<file path="src/rtl/cnled_consts.svh">
// timing, register offsets and field positions of the status lamp coder
`ifndef CNLED_CONSTS_SVH
`define CNLED_CONSTS_SVH
// clock and millisecond tick
`define CNLED_CLK_PERIOD_NS 10
`define CNLED_TICK_NS 1000000
`define CNLED_TICK_CYCLES (`CNLED_TICK_NS / `CNLED_CLK_PERIOD_NS)
// pattern times in milliseconds
`define CNLED_FAST_MS 50
`define CNLED_BLINK_MS 200
`define CNLED_PAUSE_MS 1000
`define CNLED_LTX_HOLD_MS 10000
// register byte offsets
`define CNLED_REG_CTRL 6'h00
`define CNLED_REG_GUARD_TIME 6'h04
`define CNLED_REG_LIFE_FACTOR 6'h08
`define CNLED_REG_HB_TIME 6'h0C
`define CNLED_REG_SYNC_PERIOD 6'h10
`define CNLED_REG_EVENT_TIME 6'h14
`define CNLED_REG_STATUS 6'h18
`define CNLED_REG_IRQ_STAT 6'h1C
`define CNLED_REG_IRQ_MASK 6'h20
// interrupt / event bit positions
`define CNLED_EV_BUS_OFF 0
`define CNLED_EV_GUARD 1
`define CNLED_EV_SYNC 2
`define CNLED_EV_EVENT 3
`define CNLED_EV_TX_OVF 4
`define CNLED_EV_LTX_OVF 5
`define CNLED_EV_RX_OVF 6
`define CNLED_EV_WIDTH 7
`endif

</file>
<file path="src/rtl/cnled_pkg.sv">
// types of the status lamp coder
package cnled_pkg;
    typedef enum logic [2:0] {
        PAT_OFF = 3'b000,
        PAT_ON = 3'b001,
        PAT_FAST = 3'b010,
        PAT_SINGLE = 3'b011,
        PAT_EVEN = 3'b100,
        PAT_BLINK2 = 3'b101,
        PAT_BLINK3 = 3'b110,
        PAT_BLINK4 = 3'b111
    } cnled_pat_t;
    typedef enum logic [1:0] {
        NODE_STOPPED = 2'b00,
        NODE_PREOP = 2'b01,
        NODE_OPER = 2'b10
    } cnled_node_t;
    typedef struct packed {
        logic ack;
        logic [31:0] rdata;
        logic fw_old;
        logic [15:0] guard_time;
        logic [7:0] life_factor;
        logic [15:0] hb_time;
        logic [15:0] sync_period;
        logic [15:0] event_time;
        logic [6:0] irq_stat;
        logic [6:0] irq_mask;
        logic [16:0] div;
        logic tick;
        logic [23:0] guard_cnt;
        logic [15:0] hb_cnt;
        logic [16:0] sync_cnt;
        logic [15:0] evt_cnt;
        logic guard_err;
        logic sync_err;
        logic evt_err;
        logic bus_off;
        logic tx_ovf;
        logic [13:0] ltx_hold;
        logic rx_seen;
        logic preop_req;
        cnled_pat_t bus_pat;
        cnled_pat_t node_pat;
        cnled_pat_t tx_pat;
        cnled_pat_t rx_pat;
        logic [11:0] bus_t;
        logic [11:0] node_t;
        logic [11:0] tx_t;
        logic [11:0] rx_t;
        logic bus_lamp;
        logic node_lamp;
        logic tx_lamp;
        logic rx_lamp;
    } cnled_state_t;
endpackage

</file>
<file path="src/rtl/cnled_coder.sv">
// status lamp coder of a CAN coupler node with register slave
// How it works
// - bus lamp dark without error or search
// - baud search flashes bus lamp 50/50 ms
// - warning limit gives single 200/1000 ms blink
// - guard/heartbeat loss gives two blinks, pause
// - supervise only when configured times nonzero
// - supervision loss forces preop, stops PDOs, errors
// - sync loss after 1.5 periods, three blinks
// - event timer loss gives four blinks, preop
// - bus-off stops CAN, steady lamp until reset
// - node lamp dark while baud search runs
// - stopped state single flashes node lamp, dark when fw_old is set
// - preop blinks node lamp 200/200 ms
// - operational lights node lamp steadily
// - transmit queue overflow lights lamp until reset
// - logical transmit overflow blinks 200/200 ms
// - logical overflow held ten seconds, retriggerable
// - receive overflow steady, then blinks until reset
`include "cnled_consts.svh"
`timescale 1ns/10ps
`default_nettype none
module cnled_coder #(
    parameter int TICK_CYCLES = `CNLED_TICK_CYCLES
) (
    // clock and reset
    input wire logic clock,
    input wire logic rst,
    // avalon-mm slave
    input wire logic [5:0] address,
    input wire logic read,
    input wire logic write,
    input wire logic [3:0] byteenable,
    input wire logic [31:0] writedata,
    output logic [31:0] readdata,
    output logic waitrequest,
    output logic irq,
    // conditions from the protocol stack, same clock
    input wire logic baud_search,
    input wire logic warn_limit,
    input wire logic bus_off_event,
    input wire cnled_pkg::cnled_node_t node_state,
    input wire logic guard_rx,
    input wire logic hb_rx,
    input wire logic sync_rx,
    input wire logic rpdo_rx,
    input wire logic tx_queue_ovf,
    input wire logic tx_logic_ovf,
    input wire logic rx_queue_ovf,
    // reactions towards the stack and the outputs
    output logic preop_request,
    output logic pdo_stop,
    output logic outputs_error,
    output logic can_stop,
    // lamps
    output logic bus_fault_lamp,
    output logic node_state_lamp,
    output logic tx_ovf_lamp,
    output logic rx_ovf_lamp
);

////////////////////////////////////////////////////////////////////////////

    // byte lane merge for partial register writes
    function automatic logic [31:0] be_merge(input logic [31:0] old,
        input logic [31:0] wd, input logic [3:0] be);
        logic [31:0] r;
        r = old;
        for (int i = 0; i < 4; i++) begin
            if (be[i]) begin
                r[i*8 +: 8] = wd[i*8 +: 8];
            end
        end
        return r;
    endfunction

    // pattern length in ms; the counter wraps at this value
    function automatic logic [11:0] pat_len(input cnled_pkg::cnled_pat_t p);
        logic [11:0] l;
        l = 12'h001;
        case (p)
            cnled_pkg::PAT_FAST: l = 12'(2 * `CNLED_FAST_MS);
            cnled_pkg::PAT_SINGLE: l = 12'(`CNLED_BLINK_MS + `CNLED_PAUSE_MS);
            cnled_pkg::PAT_EVEN: l = 12'(2 * `CNLED_BLINK_MS);
            cnled_pkg::PAT_BLINK2:
                l = 12'(4 * `CNLED_BLINK_MS + `CNLED_PAUSE_MS);
            cnled_pkg::PAT_BLINK3:
                l = 12'(6 * `CNLED_BLINK_MS + `CNLED_PAUSE_MS);
            cnled_pkg::PAT_BLINK4:
                l = 12'(8 * `CNLED_BLINK_MS + `CNLED_PAUSE_MS);
            default: l = 12'h001;
        endcase
        return l;
    endfunction

    // lamp level of a pattern at ms position t, starting lit
    function automatic logic pat_lit(input cnled_pkg::cnled_pat_t p,
        input logic [11:0] t);
        logic o;
        logic [2:0] n;
        o = 1'b0;
        n = 3'h0;
        case (p)
            cnled_pkg::PAT_ON: o = 1'b1;
            cnled_pkg::PAT_FAST: o = t < 12'(`CNLED_FAST_MS);
            cnled_pkg::PAT_SINGLE: o = t < 12'(`CNLED_BLINK_MS);
            cnled_pkg::PAT_EVEN: o = t < 12'(`CNLED_BLINK_MS);
            cnled_pkg::PAT_BLINK2,
            cnled_pkg::PAT_BLINK3,
            cnled_pkg::PAT_BLINK4: begin
                n = (p == cnled_pkg::PAT_BLINK2) ? 3'h2 :
                    (p == cnled_pkg::PAT_BLINK3) ? 3'h3 : 3'h4;
                o = (t < 12'(2 * `CNLED_BLINK_MS) * 12'(n)) &&
                    ((t % 12'(2 * `CNLED_BLINK_MS)) < 12'(`CNLED_BLINK_MS));
            end
            default: o = 1'b0;
        endcase
        return o;
    endfunction

    // advance one lamp counter; restart on pattern change
    function automatic logic [11:0] pat_step(input cnled_pkg::cnled_pat_t old,
        input cnled_pkg::cnled_pat_t nw, input logic [11:0] t,
        input logic tick);
        logic [11:0] r;
        r = t;
        if (old != nw) begin
            r = 12'h000;
        end else if (tick) begin
            r = (t + 12'h001 >= pat_len(nw)) ? 12'h000 : t + 12'h001;
        end
        return r;
    endfunction

////////////////////////////////////////////////////////////////////////////

    cnled_pkg::cnled_state_t s;
    cnled_pkg::cnled_state_t next_s;
    logic [`CNLED_EV_WIDTH-1:0] ev;
    logic [23:0] life_ms;
    logic [16:0] sync_limit;
    logic guard_on;
    logic hb_on;
    logic guard_to;
    logic hb_to;
    logic sync_to;
    logic evt_to;
    logic sup_err;
    logic ltx_active;
    logic bus_req;
    logic [31:0] rmux;
    logic [31:0] wval;
    cnled_pkg::cnled_pat_t bus_pat_n;
    cnled_pkg::cnled_pat_t node_pat_n;
    cnled_pkg::cnled_pat_t tx_pat_n;
    cnled_pkg::cnled_pat_t rx_pat_n;

    // supervision thresholds; a zero setting disables that watchdog
    assign life_ms = 24'(s.guard_time) * 24'(s.life_factor);
    assign guard_on = (s.guard_time != 16'h0000) &&
        (s.life_factor != 8'h00);
    assign hb_on = s.hb_time != 16'h0000;
    assign sync_limit = 17'(s.sync_period) +
        17'(s.sync_period[15:1]);
    assign guard_to = guard_on && (s.guard_cnt >= life_ms);
    assign hb_to = hb_on && (s.hb_cnt >= s.hb_time);
    assign sync_to = (s.sync_period != 16'h0000) &&
        (s.sync_cnt >= sync_limit);
    assign evt_to = (s.event_time != 16'h0000) &&
        (s.evt_cnt >= s.event_time);
    assign sup_err = s.guard_err || s.sync_err || s.evt_err;
    assign ltx_active = s.ltx_hold != 14'h0000;
    assign bus_req = read || write;

    // register read view; unmapped offsets read zero
    always_comb begin
        rmux = 32'h0000_0000;
        case (address)
            `CNLED_REG_CTRL: rmux = {31'h0, s.fw_old};
            `CNLED_REG_GUARD_TIME: rmux = {16'h0, s.guard_time};
            `CNLED_REG_LIFE_FACTOR: rmux = {24'h0, s.life_factor};
            `CNLED_REG_HB_TIME: rmux = {16'h0, s.hb_time};
            `CNLED_REG_SYNC_PERIOD: rmux = {16'h0, s.sync_period};
            `CNLED_REG_EVENT_TIME: rmux = {16'h0, s.event_time};
            `CNLED_REG_STATUS: rmux = {12'h0, s.rx_lamp, s.tx_lamp,
                s.node_lamp, s.bus_lamp, 1'b0, s.rx_pat, 1'b0, s.tx_pat,
                1'b0, s.node_pat, 1'b0, s.bus_pat};
            `CNLED_REG_IRQ_STAT: rmux = {25'h0, s.irq_stat};
            `CNLED_REG_IRQ_MASK: rmux = {25'h0, s.irq_mask};
            default: rmux = 32'h0000_0000;
        endcase
    end

    // lamp pattern selection
    always_comb begin
        // most severe condition wins on the bus lamp
        if (s.bus_off) begin
            bus_pat_n = cnled_pkg::PAT_ON;
        end else if (s.evt_err) begin
            bus_pat_n = cnled_pkg::PAT_BLINK4;
        end else if (s.sync_err) begin
            bus_pat_n = cnled_pkg::PAT_BLINK3;
        end else if (s.guard_err) begin
            bus_pat_n = cnled_pkg::PAT_BLINK2;
        end else if (baud_search) begin
            bus_pat_n = cnled_pkg::PAT_FAST;
        end else if (warn_limit) begin
            bus_pat_n = cnled_pkg::PAT_SINGLE;
        end else begin
            bus_pat_n = cnled_pkg::PAT_OFF;
        end
        // supervision loss shows preop before the stack reacts
        if (baud_search) begin
            node_pat_n = cnled_pkg::PAT_OFF;
        end else if (sup_err) begin
            node_pat_n = cnled_pkg::PAT_EVEN;
        end else begin
            case (node_state)
                cnled_pkg::NODE_STOPPED: node_pat_n = s.fw_old ?
                    cnled_pkg::PAT_OFF : cnled_pkg::PAT_SINGLE;
                cnled_pkg::NODE_PREOP:
                    node_pat_n = cnled_pkg::PAT_EVEN;
                cnled_pkg::NODE_OPER:
                    node_pat_n = cnled_pkg::PAT_ON;
                default: node_pat_n = cnled_pkg::PAT_OFF;
            endcase
        end
        if (s.tx_ovf) begin
            tx_pat_n = cnled_pkg::PAT_ON;
        end else if (ltx_active) begin
            tx_pat_n = cnled_pkg::PAT_EVEN;
        end else begin
            tx_pat_n = cnled_pkg::PAT_OFF;
        end
        if (rx_queue_ovf) begin
            rx_pat_n = cnled_pkg::PAT_ON;
        end else if (s.rx_seen) begin
            rx_pat_n = cnled_pkg::PAT_EVEN;
        end else begin
            rx_pat_n = cnled_pkg::PAT_OFF;
        end
    end

    // events that raise sticky interrupt bits
    always_comb begin
        ev = '0;
        ev[`CNLED_EV_BUS_OFF] = bus_off_event && !s.bus_off;
        ev[`CNLED_EV_GUARD] = (guard_to || hb_to) && !s.guard_err;
        ev[`CNLED_EV_SYNC] = sync_to && !s.sync_err;
        ev[`CNLED_EV_EVENT] = evt_to && !s.evt_err;
        ev[`CNLED_EV_TX_OVF] = tx_queue_ovf;
        ev[`CNLED_EV_LTX_OVF] = tx_logic_ovf;
        ev[`CNLED_EV_RX_OVF] = rx_queue_ovf && !s.rx_seen;
    end

////////////////////////////////////////////////////////////////////////////

    // next state of the whole block
    always_comb begin
        next_s = s;
        wval = be_merge(rmux, writedata, byteenable);
        // bus slave: one wait cycle, write lands when waitrequest is low
        next_s.ack = bus_req && !s.ack;
        if (read && !s.ack) begin
            next_s.rdata = rmux;
        end
        next_s.irq_stat = s.irq_stat;
        if (write && s.ack) begin
            case (address)
                `CNLED_REG_CTRL: next_s.fw_old = wval[0];
                `CNLED_REG_GUARD_TIME: next_s.guard_time = wval[15:0];
                `CNLED_REG_LIFE_FACTOR: next_s.life_factor = wval[7:0];
                `CNLED_REG_HB_TIME: next_s.hb_time = wval[15:0];
                `CNLED_REG_SYNC_PERIOD: next_s.sync_period = wval[15:0];
                `CNLED_REG_EVENT_TIME: next_s.event_time = wval[15:0];
                `CNLED_REG_IRQ_STAT:
                    next_s.irq_stat = s.irq_stat & ~wval[6:0];
                `CNLED_REG_IRQ_MASK: next_s.irq_mask = wval[6:0];
                default: next_s.irq_mask = s.irq_mask;
            endcase
        end
        // a new event wins over a clear in the same cycle
        next_s.irq_stat = next_s.irq_stat | ev;
        // single millisecond tick for every timer and pattern
        next_s.tick = 1'b0;
        if (s.div >= 17'(TICK_CYCLES - 1)) begin
            next_s.div = 17'h00000;
            next_s.tick = 1'b1;
        end else begin
            next_s.div = s.div + 17'h00001;
        end
        // watchdogs count ms since last message, saturating
        if (guard_rx || !guard_on) begin
            next_s.guard_cnt = 24'h000000;
        end else if (s.tick && !guard_to) begin
            next_s.guard_cnt = s.guard_cnt + 24'h000001;
        end
        if (hb_rx || !hb_on) begin
            next_s.hb_cnt = 16'h0000;
        end else if (s.tick && !hb_to) begin
            next_s.hb_cnt = s.hb_cnt + 16'h0001;
        end
        if (sync_rx || s.sync_period == 16'h0000) begin
            next_s.sync_cnt = 17'h00000;
        end else if (s.tick && !sync_to) begin
            next_s.sync_cnt = s.sync_cnt + 17'h00001;
        end
        if (rpdo_rx || s.event_time == 16'h0000) begin
            next_s.evt_cnt = 16'h0000;
        end else if (s.tick && !evt_to) begin
            next_s.evt_cnt = s.evt_cnt + 16'h0001;
        end
        // a loss holds until the awaited message comes back
        if (guard_rx || hb_rx) begin
            next_s.guard_err = 1'b0;
        end else if (guard_to || hb_to) begin
            next_s.guard_err = 1'b1;
        end
        if (sync_rx) begin
            next_s.sync_err = 1'b0;
        end else if (sync_to) begin
            next_s.sync_err = 1'b1;
        end
        if (rpdo_rx) begin
            next_s.evt_err = 1'b0;
        end else if (evt_to) begin
            next_s.evt_err = 1'b1;
        end
        // ask the stack to fall back once per new loss
        next_s.preop_req = ev[`CNLED_EV_GUARD] || ev[`CNLED_EV_SYNC] ||
            ev[`CNLED_EV_EVENT];
        // bus-off and queue overflow only clear by coupler reset
        next_s.bus_off = s.bus_off || bus_off_event;
        next_s.tx_ovf = s.tx_ovf || tx_queue_ovf;
        next_s.rx_seen = s.rx_seen || rx_queue_ovf;
        // logical overflow hold restarts on every occurrence
        if (tx_logic_ovf) begin
            next_s.ltx_hold = 14'(`CNLED_LTX_HOLD_MS);
        end else if (s.tick && ltx_active) begin
            next_s.ltx_hold = s.ltx_hold - 14'h0001;
        end
        // patterns and their ms counters
        next_s.bus_pat = bus_pat_n;
        next_s.node_pat = node_pat_n;
        next_s.tx_pat = tx_pat_n;
        next_s.rx_pat = rx_pat_n;
        next_s.bus_t = pat_step(s.bus_pat, bus_pat_n, s.bus_t, s.tick);
        next_s.node_t = pat_step(s.node_pat, node_pat_n, s.node_t, s.tick);
        next_s.tx_t = pat_step(s.tx_pat, tx_pat_n, s.tx_t, s.tick);
        next_s.rx_t = pat_step(s.rx_pat, rx_pat_n, s.rx_t, s.tick);
        // lamps registered so they never glitch
        next_s.bus_lamp = pat_lit(s.bus_pat, s.bus_t);
        next_s.node_lamp = pat_lit(s.node_pat, s.node_t);
        next_s.tx_lamp = pat_lit(s.tx_pat, s.tx_t);
        next_s.rx_lamp = pat_lit(s.rx_pat, s.rx_t);
    end

    // state register; synchronous reset models the coupler restart
    always_ff @(posedge clock) begin
        if (rst) begin
            s <= '0;
        end else begin
            s <= next_s;
        end
    end

////////////////////////////////////////////////////////////////////////////

    // outputs
    assign waitrequest = bus_req && !s.ack;
    assign readdata = s.rdata;
    assign irq = |(s.irq_stat & s.irq_mask);
    assign preop_request = s.preop_req;
    assign pdo_stop = sup_err || s.bus_off;
    assign outputs_error = sup_err;
    assign can_stop = s.bus_off;
    assign bus_fault_lamp = s.bus_lamp;
    assign node_state_lamp = s.node_lamp;
    assign tx_ovf_lamp = s.tx_lamp;
    assign rx_ovf_lamp = s.rx_lamp;

endmodule // cnled_coder
`default_nettype wire

</file>
<file path="config.mk">
export PLATFORM = sky130hd
export DESIGN_NAME = cnled_coder
export DESIGN_NICKNAME = d
export VERILOG_FILES = /design/src/rtl/cnled_pkg.sv /design/src/rtl/cnled_coder.sv
export VERILOG_INCLUDE_DIRS = /design/src /design/src/rtl
export SDC_FILE = /design/constraint.sdc
export NUM_CORES = 1
export LEC_CHECK = 0
export BUFFER_PORTS_ARGS = -buffer_cell sky130_fd_sc_hd__buf_2
export CAP_MARGIN = 20
export CORE_AREA = 5 5 264 266
export CTS_BUF_LIST = sky130_fd_sc_hd__clkbuf_16
export CTS_CLUSTER_SIZE = 25
export DETAILED_ROUTE_END_ITERATION = 8
export DIE_AREA = 0 0 269 271
export REMOVE_ABC_BUFFERS = 1
export SYNTH_ARGS = -nofsm -noshare
export SYNTH_HDL_FRONTEND = slang
export SYNTH_SLANG_ARGS = --single-unit
</file>
<file path="constraint.sdc">
create_clock -name clock -period 13.5 [get_ports clock]
set_clock_uncertainty 0.2 [all_clocks]
set_input_delay 2.025 -clock clock [delete_from_list [all_inputs] [get_ports clock]]
set_output_delay 2.025 -clock clock [all_outputs]
set_load 0.03 [all_outputs]
</file>
# Word-level counts from Yosys, hierarchy flattened

Cells that the tools add are included.

Register bits after elaboration: 296
Bits of input ports: 58
Output and inout port bits: 42
Word-level logic and storage cells: 292

Add/sub/neg operators: 11
Multiply operators: 5
Divide/modulo/power cells: 4
Magnitude comparators: 25
Equal/unequal tests: 66
Muxes and demuxes: 51
Bitwise operators: 4
Reductions and logical operators: 89

Operators with widths:

| cell                                                                   | number |
|---|---|
| 12-bit case mux with 6 select lines                                    | 4 |
| 20-bit case mux with 9 select lines                                    | 1 |
| 12-bit 2-to-1 mux                                                      | 12 |
| 3-bit equality test (second input constant)                            | 32 |
| 12-bit by 8-bit < comparator with 1-bit output (second input constant) | 8 |
| 16-bit nonzero test                                                    | 4 |
| 3-bit 2-to-1 mux                                                       | 18 |
| 12-bit by 1-bit adder with 12-bit output (second input constant)       | 4 |
| 3-bit by 2-bit equality test with 1-bit output (second input constant) | 16 |
| 12-bit >= comparator                                                   | 4 |
| 12-bit < comparator                                                    | 4 |
| 12-bit by 6-bit < comparator with 1-bit output (second input constant) | 4 |
| 12-bit by 9-bit modulo with 12-bit output (second input constant)      | 4 |
| 14-bit 2-to-1 mux                                                      | 3 |
| 17-bit by 1-bit adder with 17-bit output (second input constant)       | 2 |
| 2-bit OR reduction                                                     | 17 |
| 16-bit by 1-bit adder with 16-bit output (second input constant)       | 2 |
| 16-bit >= comparator                                                   | 2 |
| 16-bit zero test                                                       | 2 |
| 5-bit by 3-bit multiplier with 8-bit output (first input constant)     | 4 |
| 24-bit by 1-bit adder with 24-bit output (second input constant)       | 1 |
| 6-bit by 5-bit equality test with 1-bit output (second input constant) | 4 |
| 24-bit >= comparator                                                   | 1 |
| 16-bit by 8-bit multiplier with 24-bit output                          | 1 |
| 31 further kinds                                                       | 101 |

# Longest topological paths before layout

Word-level depth: 12
Depth in mapped cells: 31
Depth with buffers taken out: 29

# Least setup slack after synthesis

Ideal clock, no wire load.

Kind: register to register
Start point: reg s[244] (netlist name)
End point: reg s[151] (netlist name)
Library setup time: 128 ps
Arrival time: 6785 ps
Data required time: 13172 ps
Path slack: 6387 ps
Cell stages (with the launch flop): 28
Buffers on the path: 3
Clock period less this slack: 7113 ps
Cell sequence: dfxtp_1 > clkbuf_1 > clkbuf_1 > nand2_1 > fa_1 > fa_1 > inv_1 > fa_1 > fa_1 > ha_1 > or3_1 > or2_2 > o22ai_1 > o2111a_1 > nor2_1 > a21o_1 > xnor2_1 > ha_1 > a21o_1 > a21o_1 > a21oi_1 > o211ai_1 > a21o_1 > a2111oi_0 > clkbuf_1 > nand4_1 > xor2_1 > nor2_1

Longest elaborated chain between the ends: 5
Elaborated cells on any way between the ends: 10
Those cells by class: mul: 1; order compare: 1; reduce/logical: 8

Ends and longest elaborated chain:

| item                                                                                       | line                                   | RTL |
|---|---|---|
| from (decl)                                                                                | cnled_coder.sv:137                     | `cnled_pkg::cnled_state_t s;` |
| from (signal assigned)                                                                     | cnled_coder.sv:363                     | `s <= next_s;` |
| 16-bit by 8-bit multiplier with 24-bit output / 8-bit nonzero test (equally long branches) | cnled_coder.sv:159, cnled_coder.sv:161 |  |
| 24-bit >= comparator / 1-bit logical AND (equally long branches)                           | cnled_coder.sv:165, cnled_coder.sv:160 |  |
| 1-bit logical AND / 1-bit zero test (equally long branches)                                | cnled_coder.sv:165, cnled_coder.sv:293 |  |
| 1-bit zero test / 1-bit logical OR (equally long branches)                                 | cnled_coder.sv:295, cnled_coder.sv:293 |  |
| 1-bit logical AND / 2-bit OR reduction (equally long branches)                             | --                                     |  |

Several ways; a longest one is shown, not always the timed one.
A chain may end at the register's enable or synchronous reset.

# Final worst setup path

Start point: reg s[245] (netlist name)
End point: reg s[142] (netlist name)

The elaborated chain is that of the path after synthesis.

==> metrics.yaml <==
outcome:
  status: "completed"
route:
  drt_pass1_iterations: 6
  detail_route.wirelength_mm: 61.4
  via_density_per_instance: 5.23
  drt_iter0_drc: 1292
  wl_per_cell_um: 16.1
  post_detailed_route_drc_marker_count: 0
  drtAntennaViolNets: 0
  vias: 20013
clocking:
  cts.clk_slew.worst_paths_ps: 60
  cts-htree-levels: 2
  cts-hold-fix-buffers: 0
  sink_count: 282
  cts_setup_buffers: 0
  cts_inserted_buffers: 36
  tritoncts: "yes"
  cts.repair.resized: 0
  clockBufferDepth: 3
  cts_root_buffer: "clkbuf_16"
  worst_skew_pair.late_latency_ps: 570
synthesis:
  synthTopCellsByArea: "dfxtp_1, ha_1, fa_1, nand2_1, nor2_1"
  yosys_register_bits: 282
  dominantRegCellSynth: "dfxtp_1"
  distinct_cell_type_count_after_synthesis: 88
  synthCells: 2967
  synthesis.area_mm2: 0.0231
  postSynthAreaPerCell_um2: 7.80
  post-synth-top-area-cell: "dfxtp_1"
  post_synth_edffs: 0
  synth_warnings: 0
  async_reset_ff_share_pct: 0
  seq_area_frac_synth_pct: 24.4
  synth.top_cell.area_share_pct: 24.4
sta:
  timing.final.max_slew_violations: 0
  post-route-period-util_pct: 57.9
  fmaxAchievable_mhz: 128
  rsz0062_at_grt: "no"
  finalHoldViolCount: 0
  total_negative_slack_for_setup_checks_ps: 0
  worst-slew-pin-transition_ps: 1040
  layout_min_cycle_time_ps: 7810
  postLayoutSetupSlackWorst_ps: 5690
  slew_headroom_pct: 28.6
  timing.final.setup_violations: 0
placed_design:
  place_congestion: 0.842
  port_buffers: 69
  place_worst_setup_slack_ps: 5700
  post-dp-hpwl_mm: 45.3
  dp.cells: 3752
final_layout:
  fillcell_total: 7028
  most_common_library_cell_in_the_layout_ignoring_fill_and_taps: "nand2_1"
  final_layout_size_suffix_gt1_share_pct: 6.31
  instances_no_fill: 3823
  final_core_utilization_pct: 37.5
  final_cell_mix: "nand2_1, dfxtp_1, nor2_1"
  areaGrowthSynthToFinish_pct: 8.37
  layout.nets: 3275
floorplanning:
  core_region_area_mm2: 0.0668
  fp.dieArea_mm2: 0.0729
  std_cell_rows: 95
  initial_utilization_pct: 34.6
  ios: 100
  die_y_extent_um: 271
  die_x_um: 269
worst_setup_path:
  crit_slowest_cell: "dfxtp_1"
  worst-endpoint-arrival_ps: 8100
  regToRegSetupSlack_ps: 5690
  worst_r2r_endpoint: "s[142]$_SDFFE_PP0P_"
  setup.worst_path.start_class: "flip-flop"
  path_max_fanout: 19
  worstRegToRegCells: 23
  end_kind: "flip-flop"
  crit_required_ps: 13780
  worstSetupPathType: "reg -> reg"
  worstPathCellList: "nand2_1, fa_1, inv_1, fa_1, fa_1, fa_1, ha_1, or3_1, or2_2, o22ai_1, o2111a_1, nor2_1, a21o_1, xnor2_1, ha_1, a21o_1, a21o_1, a21oi_1, o211ai_1, a21o_1, a2111o_1, or3_1, a21oi_1"
  worst_reg2reg_startpoint: "s[245]$_SDFFE_PP0P_"
  max_stage_delay_ps: 860
hold_path:
  worst_hold_path.endpoint: "readdata[19]$_SDFFE_PP0P_"
  hold_path.startpoint: "readdata[19]$_SDFFE_PP0P_"
  hold_depth: 2
  class_of_the_most_critical_hold_timing_path: "reg -> reg"
power:
  cellPowerDensity_mw_per_mm2: 75.5
  leakage_power_figure_nw: 10.5
  power.ir.vdd_worst_uv: 90.2
  design_power_total_mw: 1.89
grt:
  global_route.usage.total_pct: 16.5
  first_global_vias: 18863
  grt_first_pass_wirelength_mm: 99.6
  grt_start_max_net_pins: 64
  antenna_violations_before_repair: 5
  gr-total-overflow: 0
run:
  max_cap_violations: 0
per-stage QoR:
step / hold slack [ps] / area [um^2]
after global routing: 260 / 25100
after detailed placement: 243 / 23900
after CTS: 252 / 25000
after global placement: 241 / 23900
after floorplan: 230 / 22300
final: 254 / 25100
logic make-up after synthesis:
logic type	count (synthesis)	synth area share, %
compound gates	620	17.9
fa+ha+maj	301	19.0
buf+inv	410	7.27
flops	282	24.4
simple gates	1169	24.1
xor+xnor	144	5.45
mux	39	1.83
other cells	2	0.0325
synthesized netlist by cell type, types with 7 or more instances:
library cell and instances:
nand2_1 423, dfxtp_1 282, nor2_1 252, inv_1 214, ha_1 213, a21oi_1 186
clkbuf_1 135, o21ai_0 95, and2_1 88, fa_1 85, xor2_1 76, nand3_1 71
xnor2_1 68, nor3_1 60, nand2b_1 56, a21o_1 45, nand4_1 37, buf_4 32
or3_1 32, o21a_1 31, a22oi_1 29, nor2b_1 28, nor4_1 28, o211ai_1 28
a31oi_1 25, mux2i_1 25, and3_1 24, o31ai_1 20, or4_1 20, a211oi_1 17
a21boi_0 16, or2_2 16, buf_1 14, a221oi_1 13, buf_2 13, mux2_2 12
nor3b_1 9, o2111ai_1 8, a222oi_1 7, nand3b_1 7, o22ai_1 7
routing by layer:
metal	GRT usage, %	share of wire [%]
met3	2.68	4.7
met2	26.4	45
met4	4.92	2.5
met5	0	0
met1	22.7	48
cell type report:
class                   instances  area, um^2  share of cell area (%)
multi-input cells            2296       15900                    63.4
flip-flops and latches        282        5650                    22.5
well taps                     873        1090                    4.36
clock buffers                  36         901                    3.59
inverters                     215         807                    3.22
repair buffers                 88         490                    1.96
clock inverters                29         219                   0.873
diodes                          4        10.0                  0.0399
worst max-delay path by stage:
stage	start	to	slack, ps	depth (start not counted)
after detailed placement	s[245]$_SDFFE_PP0P_	s[156]$_SDFFE_PP0P_	5700	24
after CTS	s[245]$_SDFFE_PP0P_	s[156]$_SDFFE_PP0P_	5700	24
after global placement	s[245]$_SDFFE_PP0P_	s[156]$_SDFFE_PP0P_	5700	24
after floorplan	s[245]$_SDFFE_PP0P_	s[139]$_SDFFE_PP0P_	5780	24
after global routing	s[245]$_SDFFE_PP0P_	s[144]$_SDFFE_PP0P_	5160	24
final	s[245]$_SDFFE_PP0P_	s[142]$_SDFFE_PP0P_	5690	23
worst max-delay path: cells and delay by family, from the launching register on:
kind,cells,cell delay (ps)
and+or+nand+nor,5,1330
adders and majority gates,6,2630
xor gates and xnor gates,1,160
buffers and inverters,1,60
AOI/OAI and AO/OA,10,2510
DFF,1,860
state kept, by name, indices dropped and copies added, names as in the netlist:
signal,cells
readdata,20
s,256
rx_ovf_lamp,1
tx_ovf_lamp,1
node_state_lamp,1
preop_request,1
bus_fault_lamp,1
can_stop,1
power by group:
| part | internal, mW | leakage (nW) | total, mW | switching, mW |
|---|---|---|---|---|
| registers | 0.842 | 2.28 | 0.853 | 0.0114 |
| clock network | 0.530 | 0.566 | 0.933 | 0.402 |
| logic | 0.0336 | 7.65 | 0.108 | 0.0741 |
No activity file was read; power rests on OpenSTA's default activity.
